**config.mk**
```make
export PLATFORM = sky130hd
export DESIGN_NAME = adc_result_calibration_regs
export DESIGN_NICKNAME = d
export VERILOG_FILES = /design/src/include/adc_regs_pkg.sv /design/src/include/result_if.sv /design/src/adc_result_calibration_regs.sv /design/src/result_slice.sv /design/src/trim_select.sv
export SDC_FILE = /design/constraint.sdc
export NUM_CORES = 1
export LEC_CHECK = 0
export BUFFER_PORTS_ARGS = -buffer_cell sky130_fd_sc_hd__buf_2
export CORE_ASPECT_RATIO = 0.7
export CORE_MARGIN = 3
export CORE_UTILIZATION = 49
export CTS_CLUSTER_DIAMETER = 100
export CTS_CLUSTER_SIZE = 10
export DETAILED_ROUTE_END_ITERATION = 8
export GPL_TIMING_DRIVEN = 0
export PLACE_DENSITY = 0.77
export SLEW_MARGIN = 10
export SYNTH_ARGS = -nofsm -noshare
export SYNTH_HDL_FRONTEND = slang
export SYNTH_SLANG_ARGS = --single-unit
```
**constraint.sdc**
```tcl
create_clock -name pclk -period 1.11 [get_ports pclk]
set_input_delay 0.111 -clock pclk [delete_from_list [all_inputs] [get_ports pclk]]
set_output_delay 0.111 -clock pclk [all_outputs]
set_load 0.05 [all_outputs]
```
**src/include/adc_regs_pkg.sv**
```systemverilog
// register map, field layout and reset values of the converter result/calibration group
`default_nettype none
package adc_regs_pkg;
	localparam logic [7:0] OFF_SINGLE_RESULT = 8'h24;
	localparam logic [7:0] OFF_SCAN_RESULT   = 8'h28;
	localparam logic [7:0] OFF_SINGLE_PEEK   = 8'h2c;
	localparam logic [7:0] OFF_SCAN_PEEK     = 8'h30;
	localparam logic [7:0] OFF_CAL           = 8'h34;
	localparam logic [7:0] OFF_BIAS          = 8'h3c;
	localparam logic [7:0] OFF_IRQ_STATUS    = 8'h40;
	localparam logic [7:0] OFF_IRQ_MASK      = 8'h44;
	localparam logic [7:0] OFF_CONV_STATUS   = 8'h48;
	localparam int SCAN_GAIN_LSB     = 24;
	localparam int SCAN_OFFSET_LSB   = 16;
	localparam int SINGLE_GAIN_LSB   = 8;
	localparam int SINGLE_OFFSET_LSB = 0;
	localparam int TRIM_W            = 7;
	localparam int COMP_BIAS_LSB     = 8;
	localparam int HALF_BIAS_BIT     = 6;
	localparam int BIAS_LEVEL_LSB    = 0;
	localparam logic [6:0] GAIN_NOMINAL   = 7'h3f;
	localparam logic [6:0] OFFSET_NOMINAL = 7'h00;
	localparam logic [3:0] BIAS_NOMINAL   = 4'h7;
	localparam logic [31:0] CAL_MASK  = 32'h7f7f_7f7f;
	localparam logic [31:0] BIAS_MASK = 32'h0000_0f4f;
	// interrupt status and mask bits
	localparam int IRQ_SINGLE    = 0;
	localparam int IRQ_SCAN      = 1;
	localparam int IRQ_SINGLE_OF = 2;
	localparam int IRQ_SCAN_OF   = 3;
	localparam int IRQ_W         = 4;
endpackage : adc_regs_pkg
`default_nettype wire

```
**src/include/result_if.sv**
```systemverilog
// one result channel between the register file and its holding slice
`default_nettype none
interface result_if;
	logic        load;
	logic [31:0] data;
	logic        take;
	logic [31:0] value;
	logic        valid;
	logic        dma_req;
	logic        overflow;
	modport slice (input load, data, take, output value, valid, dma_req, overflow);
	modport regs  (output load, data, take, input value, valid, dma_req, overflow);
endinterface : result_if
`default_nettype wire

```
**src/adc_result_calibration_regs.sv**
```systemverilog
// result, peek, calibration and bias registers of the converter, on apb
//
// Summary of operation
// - The scan result register returns the last scan result and a read clears scan valid.
// - The single peek register returns the single result and changes no flag or request.
// - The scan peek register returns the scan result and changes no flag or request.
// - Scan gain trim is an unsigned 7-bit field at bits 30:24, nominally 0x3f.
// - Scan offset trim is a 7-bit field at bits 22:16, nominally zero.
// - Single gain trim is an unsigned 7-bit field at bits 14:8, nominally 0x3f.
// - Single offset trim is a 7-bit field at bits 6:0, nominally zero.
// - Reset loads every calibration field with the part's factory trim values.
// - Offset trims are signed two's complement, gain trims are unsigned.
// - A larger offset trim gives a smaller converted result.
// - The bias halving bit resets to one and the 4-bit bias current level resets to seven.
// - A read of the single result register clears single valid, unlike a peek read.
`default_nettype none
module adc_result_calibration_regs
	import adc_regs_pkg::*;
#(
	parameter logic [31:0] FACTORY_CAL = 32'h3f00_3f00
) (
	// apb slave
	input  wire logic        pclk,
	input  wire logic        presetn,
	input  wire logic        ce,
	input  wire logic        psel,
	input  wire logic        penable,
	input  wire logic        pwrite,
	input  wire logic [7:0]  paddr,
	input  wire logic [31:0] pwdata,
	output logic [31:0]      prdata,
	output logic             pready,
	output logic             pslverr,
	// from converter core
	input  wire logic        single_done,
	input  wire logic [31:0] single_data,
	input  wire logic        scan_done,
	input  wire logic [31:0] scan_data,
	input  wire logic        scan_active,
	// to converter core
	output logic             single_result_valid,
	output logic             scan_result_valid,
	output logic             single_dma_req,
	output logic             scan_dma_req,
	output logic [6:0]       active_gain_trim,
	output logic signed [6:0] active_offset_trim,
	output logic [3:0]       comparator_bias_level,
	output logic             bias_halving,
	output logic [3:0]       bias_current_level,
	output logic             irq
);
	logic [31:0]      cal;
	logic [31:0]      bias;
	logic [IRQ_W-1:0] irq_status;
	logic [IRQ_W-1:0] irq_mask;
	logic             access;
	logic             rd;
	logic             wr;
	logic [31:0]      next_rdata;
	logic             next_err;
	logic [IRQ_W-1:0] events;

	result_if single_ch ();
	result_if scan_ch ();

	// zero wait state slave: pready is high in every access phase
	assign access = psel && penable;
	assign rd     = access && !pwrite && ce;
	assign wr     = access && pwrite && ce;

	assign single_ch.load = single_done;
	assign single_ch.data = single_data;
	assign single_ch.take = rd && paddr == OFF_SINGLE_RESULT;
	assign scan_ch.load   = scan_done;
	assign scan_ch.data   = scan_data;
	assign scan_ch.take   = rd && paddr == OFF_SCAN_RESULT;

	result_slice u_single (
		.pclk    (pclk),
		.presetn (presetn),
		.ce      (ce),
		.ch      (single_ch)
	);

	result_slice u_scan (
		.pclk    (pclk),
		.presetn (presetn),
		.ce      (ce),
		.ch      (scan_ch)
	);

	// the signed offset is handed to the core, which subtracts it
	trim_select u_trim (
		.pclk        (pclk),
		.presetn     (presetn),
		.ce          (ce),
		.scan_active (scan_active),
		.cal         (cal),
		.gain_trim   (active_gain_trim),
		.offset_trim (active_offset_trim)
	);

	// factory trim is a parameter, so the async reset still loads a constant and
	// the very first read after release already shows the part's own values
	always_ff @(posedge pclk or negedge presetn) begin
		if (!presetn) begin
			cal <= FACTORY_CAL & CAL_MASK;
		end else if (ce && wr && paddr == OFF_CAL) begin
			cal <= pwdata & CAL_MASK;
		end
	end

	always_ff @(posedge pclk or negedge presetn) begin
		if (!presetn) begin
			bias <= 32'h0000_0747;
		end else if (ce && wr && paddr == OFF_BIAS) begin
			bias <= pwdata & BIAS_MASK;
		end
	end

	always_ff @(posedge pclk or negedge presetn) begin
		if (!presetn) begin
			comparator_bias_level <= BIAS_NOMINAL;
			bias_halving          <= 1'b1;
			bias_current_level    <= BIAS_NOMINAL;
		end else if (ce) begin
			comparator_bias_level <= bias[COMP_BIAS_LSB +: 4];
			bias_halving          <= bias[HALF_BIAS_BIT];
			bias_current_level    <= bias[BIAS_LEVEL_LSB +: 4];
		end
	end

	// interrupt: sticky status, set wins over a write-one clear
	always_comb begin
		events                = '0;
		events[IRQ_SINGLE]    = single_done;
		events[IRQ_SCAN]      = scan_done;
		events[IRQ_SINGLE_OF] = single_ch.overflow;
		events[IRQ_SCAN_OF]   = scan_ch.overflow;
	end

	always_ff @(posedge pclk or negedge presetn) begin
		if (!presetn) begin
			irq_status <= '0;
		end else if (ce) begin
			if (wr && paddr == OFF_IRQ_STATUS) begin
				irq_status <= (irq_status & ~pwdata[IRQ_W-1:0]) | events;
			end else begin
				irq_status <= irq_status | events;
			end
		end
	end

	always_ff @(posedge pclk or negedge presetn) begin
		if (!presetn) begin
			irq_mask <= '0;
		end else if (wr && paddr == OFF_IRQ_MASK) begin
			irq_mask <= pwdata[IRQ_W-1:0];
		end
	end

	always_ff @(posedge pclk or negedge presetn) begin
		if (!presetn) begin
			irq <= 1'b0;
		end else if (ce) begin
			irq <= |(irq_status & irq_mask);
		end
	end

	always_ff @(posedge pclk or negedge presetn) begin
		if (!presetn) begin
			single_result_valid <= 1'b0;
			scan_result_valid   <= 1'b0;
			single_dma_req      <= 1'b0;
			scan_dma_req        <= 1'b0;
		end else if (ce) begin
			single_result_valid <= single_ch.valid;
			scan_result_valid   <= scan_ch.valid;
			single_dma_req      <= single_ch.dma_req;
			scan_dma_req        <= scan_ch.dma_req;
		end
	end

	// read mux; peek reads have no side effect at all
	always_comb begin
		next_rdata = 32'h0000_0000;
		next_err   = 1'b0;
		unique case (paddr)
			OFF_SINGLE_RESULT: next_rdata = single_ch.value;
			OFF_SCAN_RESULT:   next_rdata = scan_ch.value;
			OFF_SINGLE_PEEK:   next_rdata = single_ch.value;
			OFF_SCAN_PEEK:     next_rdata = scan_ch.value;
			OFF_CAL:           next_rdata = cal;
			OFF_BIAS:          next_rdata = bias;
			OFF_IRQ_STATUS:    next_rdata = {28'h000_0000, irq_status};
			OFF_IRQ_MASK:      next_rdata = {28'h000_0000, irq_mask};
			OFF_CONV_STATUS:   next_rdata = {30'h0000_0000, scan_ch.valid, single_ch.valid};
			default:           next_err   = 1'b1;
		endcase
	end

	// prdata and pslverr are registered in the setup phase for the access phase
	always_ff @(posedge pclk or negedge presetn) begin
		if (!presetn) begin
			prdata  <= 32'h0000_0000;
			pslverr <= 1'b0;
			pready  <= 1'b0;
		end else begin
			pready <= psel && !penable;
			if (psel && !penable) begin
				prdata  <= pwrite ? 32'h0000_0000 : next_rdata;
				pslverr <= next_err;
			end else begin
				pslverr <= 1'b0;
			end
		end
	end
endmodule : adc_result_calibration_regs
`default_nettype wire

```
**src/result_slice.sv**
```systemverilog
// holds one conversion result with its data-valid flag and dma request
`default_nettype none
module result_slice (
	// clock and reset
	input  wire logic pclk,
	input  wire logic presetn,
	input  wire logic ce,
	// channel
	result_if.slice   ch
);
	// a new result in the same cycle as a destructive read keeps the flag set
	always_ff @(posedge pclk or negedge presetn) begin
		if (!presetn) begin
			ch.value    <= 32'h0000_0000;
			ch.valid    <= 1'b0;
			ch.dma_req  <= 1'b0;
			ch.overflow <= 1'b0;
		end else if (ce) begin
			ch.overflow <= ch.load && ch.valid && !ch.take;
			if (ch.load) begin
				ch.value   <= ch.data;
				ch.valid   <= 1'b1;
				ch.dma_req <= 1'b1;
			end else if (ch.take) begin
				ch.valid   <= 1'b0;
				ch.dma_req <= 1'b0;
			end
		end
	end
endmodule : result_slice
`default_nettype wire

```
**src/trim_select.sv**
```systemverilog
// picks the trim pair for the conversion type in progress
`default_nettype none
module trim_select
	import adc_regs_pkg::*;
(
	// clock and reset
	input  wire logic              pclk,
	input  wire logic              presetn,
	input  wire logic              ce,
	// selection
	input  wire logic              scan_active,
	input  wire logic [31:0]       cal,
	// outputs to core
	output logic [TRIM_W-1:0]      gain_trim,
	output logic signed [TRIM_W-1:0] offset_trim
);
	always_ff @(posedge pclk or negedge presetn) begin
		if (!presetn) begin
			gain_trim   <= GAIN_NOMINAL;
			offset_trim <= OFFSET_NOMINAL;
		end else if (ce) begin
			if (scan_active) begin
				gain_trim   <= cal[SCAN_GAIN_LSB +: TRIM_W];
				offset_trim <= cal[SCAN_OFFSET_LSB +: TRIM_W];
			end else begin
				gain_trim   <= cal[SINGLE_GAIN_LSB +: TRIM_W];
				offset_trim <= cal[SINGLE_OFFSET_LSB +: TRIM_W];
			end
		end
	end
endmodule : trim_select
`default_nettype wire

```
==> metrics.log <==
[metrics] status: finished, violations left
[metrics] failing checks: negative hold slack, negative setup slack
[metrics] most common cell in the netlist: dfrtp_1
[metrics] Worst Max-Slew Pin Slew: 0.6404 ns
[metrics] Vias/cell: 5.780
[metrics] master cell of the clock root buffer: clkbuf_16
[metrics] Cells after Synth: 614
[metrics] first-pass detailed-route iteration total: 5
[metrics] area occupied by multi-input gates: 3387 sq um
[metrics] fraction of power consumed by combinational cells: 12.9%
[metrics] buffer depth of the longest clock path: 2
[metrics] internal power contribution: 11.17 mW
[metrics] first-pass GRT wire length: 38.42 mm
[metrics] synth cell count leaders: 141 x dfrtp_1, 97 x mux2_2, 54 x nand2_1
[metrics] async set or reset register ratio after synthesis: 100.0%
[metrics] vias after detailed routing: 6,728
[metrics] Total Routed Length: 26.45 mm
[metrics] net count after synthesis: 727
[metrics] count of distinct cell types in the synthesized netlist: 40
[metrics] Die Width: 154.4 um
[metrics] violation count after the first detailed-route iteration: 576
[metrics] CTS Buf Count: 17
[metrics] synthesized area per cell: 12.30 sq um
[metrics] core box area: 14,910 sq um
[metrics] via count of the first global-routing pass: 6,907
[metrics] final weighted congestion of routability-driven global placement: 0.9180
[metrics] final period utilization: 118.0%
[metrics] initial antenna violation count: 0
[metrics] upper clock frequency limit: 763.7 MHz
[metrics] Critical R2R Capture: prdata[1]
[metrics] pwr/cell area: 1279 nW/um^2
[metrics] Ys Warns: 0
[metrics] element type at the critical path end: flip-flop
[metrics] Chip Height: 109.9 um
[metrics] aggregate global routing overflow: 0
[metrics] max-slew headroom at the worst pin: 57.31%
[metrics] startpoint of the worst-slack reg-to-reg timing path: cal[1]
[metrics] post-route worst hold slack: -0.3989 ns
[metrics] area enclosed by the die boundary: 16,970 sq um
[metrics] max-cap violations: 0
[metrics] footprint of the flip-flops and latches: 4369 sq um
[metrics] setup total negative slack: -8.601 ns
[metrics] Port-buffer cells: 168
[metrics] Leakage Power: 5.358 nW
[metrics] main area contributors after synthesis: dfrtp_1 47%, mux2_2 14%, dfstp_2 11%
[metrics] aggregate global-route resource usage: 29.88%
[metrics] number of nets in the final layout: 1,068
[metrics] clock slew at the register clock pins of the worst setup and hold paths: 0.07 ns
[metrics] pin count of the biggest net entering global routing: 119
[metrics] layout cells sized above 1: 53.10%
[metrics] Final Skew: 0.01064 ns
[metrics] reg-to-reg setup timing slack: -0.16 ns
[metrics] final worst-path setup slack: -0.1993 ns
[metrics] Clk Latency, worst-skew pair: 0.43 ns
[metrics] Post-synth top flop: dfrtp_1
[metrics] netlist area before placement: 7555 sq um
[metrics] clock tree from TritonCTS: done
[metrics] number of antenna-violating nets in the routed design: 0
[metrics] launching element type of the critical path: input pin
[metrics] setup repair after global routing missed its margin: yes
[metrics] final slew viol count: 0
[metrics] worst setup path category: input pin to flip-flop
[metrics] number of hold-repair buffers added at the cts stage: 92
[metrics] initial core utilization: 50.68%
[metrics] data required time of the worst path: 1.45 ns
[metrics] IO Count: 175
[metrics] register area share after synthesis: 57.83%
[metrics] CP max FO: 5
[metrics] switching portion of total power: 26.28%
[metrics] area share of the largest cell type after synthesis: 46.70%
[metrics] class of the most critical hold timing path: input pin to asynchronous set/reset pin
[metrics] Std-Cell Rows: 37
[metrics] CTS HTree Levels: 4
[metrics] area grow syn2layout: 56.72%
[metrics] final setup vio count: 92
[metrics] dominant cell type by area after synthesis: dfrtp_1
[metrics] Psw: 3.981 mW
[metrics] post-detailed-placement half-perimeter wirelength: 15.80 mm
[metrics] Worst Path Arrival: 1.65 ns
[metrics] count of fill cells added during filler insertion: 813
[metrics] DRC violation count after routing: 0
[metrics] synthesized flop and latch total: 173
[metrics] clock sink total: 173
[metrics] sequential power share: 46.5%
[metrics] post-layout minimum cycle time: 1.309 ns
[metrics] Clock power frac: 40.6%
[metrics] final routed wire length divided by cell count: 22.73 um
[metrics] Worst VDD drop: 1.185 mV
[metrics] number of cell instances on the worst register-to-register path: 5
[metrics] number of hold violations in the final report: 55
[metrics] number of enable flip-flop cells after synthesis: 0
cell families after synthesis:
| kind of cell | share of synthesized area (%) |
|---|---|
| compound gates | 9.705 |
| flops | 57.83 |
| mux | 21.75 |
| buf+inv | 2.832 |
| simple gates | 7.883 |
routing by layer:
| layer | vias up | share of wire (%) | global-route usage, % |
|---|---|---|---|
| met1 | 3427 | 40 | 39.25 |
| met3 | 67 | 7.4 | 6.491 |
| met5 | - | 0 | 0 |
| li1 | 2871 | - | - |
| met4 | 0 | 2.7 | 10.14 |
| met2 | 363 | 50 | 49.97 |
area by class of cell:
| cell class | count | area share, % |
|---|---|---|
| Multi-Input combinational cell | 394 | 28.61 |
| Tap cell | 195 | 2.061 |
| Antenna cell | 1 | 0.02113 |
| Buffer | 43 | 3.149 |
| Inverter | 4 | 0.1268 |
| Timing Repair Buffer | 322 | 24.08 |
| Clock inverter | 14 | 1.342 |
| Sequential cell | 173 | 36.90 |
| Clock buffer | 18 | 3.709 |
critical path: stages:
cell	delay (ns)
buf_8	0.10
nor3_4	0.23
buf_6	0.15
buf_6	0.09
nand3b_1	0.10
o21ba_4	0.30
buf_12	0.12
buf_16	0.13
a22oi_2	0.09
o21ai_1	0.22
placed cells by master, fill, tap and decap left out, types with 3 or more instances in the layout:
cell type,count
a21oi_1,28
dlygate4sd3_1,92
a21oi_4,6
buf_2,103
dfrtp_1,141
a22oi_1,12
buf_12,4
buf_6,63
buf_4,52
inv_1,4
clkbuf_1,7
o21ai_1,31
mux2i_1,19
mux2i_4,3
nand3b_1,12
clkbuf_16,18
mux2i_2,3
a21oi_2,17
mux2_4,30
mux2_2,87
nand2_1,51
clkinv_4,3
a22o_1,4
buf_8,23
o22ai_1,3
nor2_1,32
nor2_2,5
a22oi_2,5
clkbuf_2,10
clkbuf_4,5
dfstp_2,32
inv_6,5
buf_16,4
a211oi_2,6
state kept, by name, summed over array words and instances, names as in the netlist, 7 cells and up:
register            cells
prdata                 32
cal                    28
u_trim.offset_trim      7
u_scan.ch.value        32
u_trim.gain_trim        7
u_single.ch.value      32
bias                    9
metrics by stage:
| step | power (mW) | cells | util, % | setup slack, ns | area, sq um |
|---|---|---|---|---|---|
| 2_1_floorplan | 7.855 | 614 | - | -0.4154 | 7707 |
| 6_report | 15.15 | 1164 | 79.43 | -0.1993 | 11840 |
| 3_5_place_dp | 8.498 | 978 | 59.23 | -0.7354 | 8830 |
| 3_3_place_gp | 8.413 | 977 | 58.98 | -2.548 | 8792 |
| 5_1_grt | 15.57 | 1163 | 79.41 | -0.2428 | 11840 |
| 4_1_cts | 14.91 | 1142 | 76.29 | -0.1516 | 11370 |
how the worst max path moves through the flow:
stage / to / slack [ns] / from
floorplan: cal[14] / -0.42 / paddr[6]
finish: prdata[31] / -0.20 / paddr[1]
global route: prdata[31] / -0.24 / paddr[1]
global placement: u_scan.ch.value[26] / -2.55 / presetn
CTS: active_gain_trim[5] / -0.15 / u_trim.gain_trim[5]
detailed placement: cal[17] / -0.74 / paddr[1]
power groups by stage:
stage	clock [mW]	sequential, mW	combinational [mW]
global placement	0	7.05	1.37
CTS	6.10	6.97	1.84
global route	6.42	7.08	2.08
floorplan	0	7.16	0.698
finish	6.14	7.05	1.95
detailed placement	0	7.07	1.43
what timing repair did:
action,in CTS,in global routing
cloned,4,1
buffers inserted,36,21
setup endpoints to repair,134,139
pin swaps,15,57
gates resized for setup,194,92
hold endpoints to repair,156,55
Power figures use the tool's default switching activity.
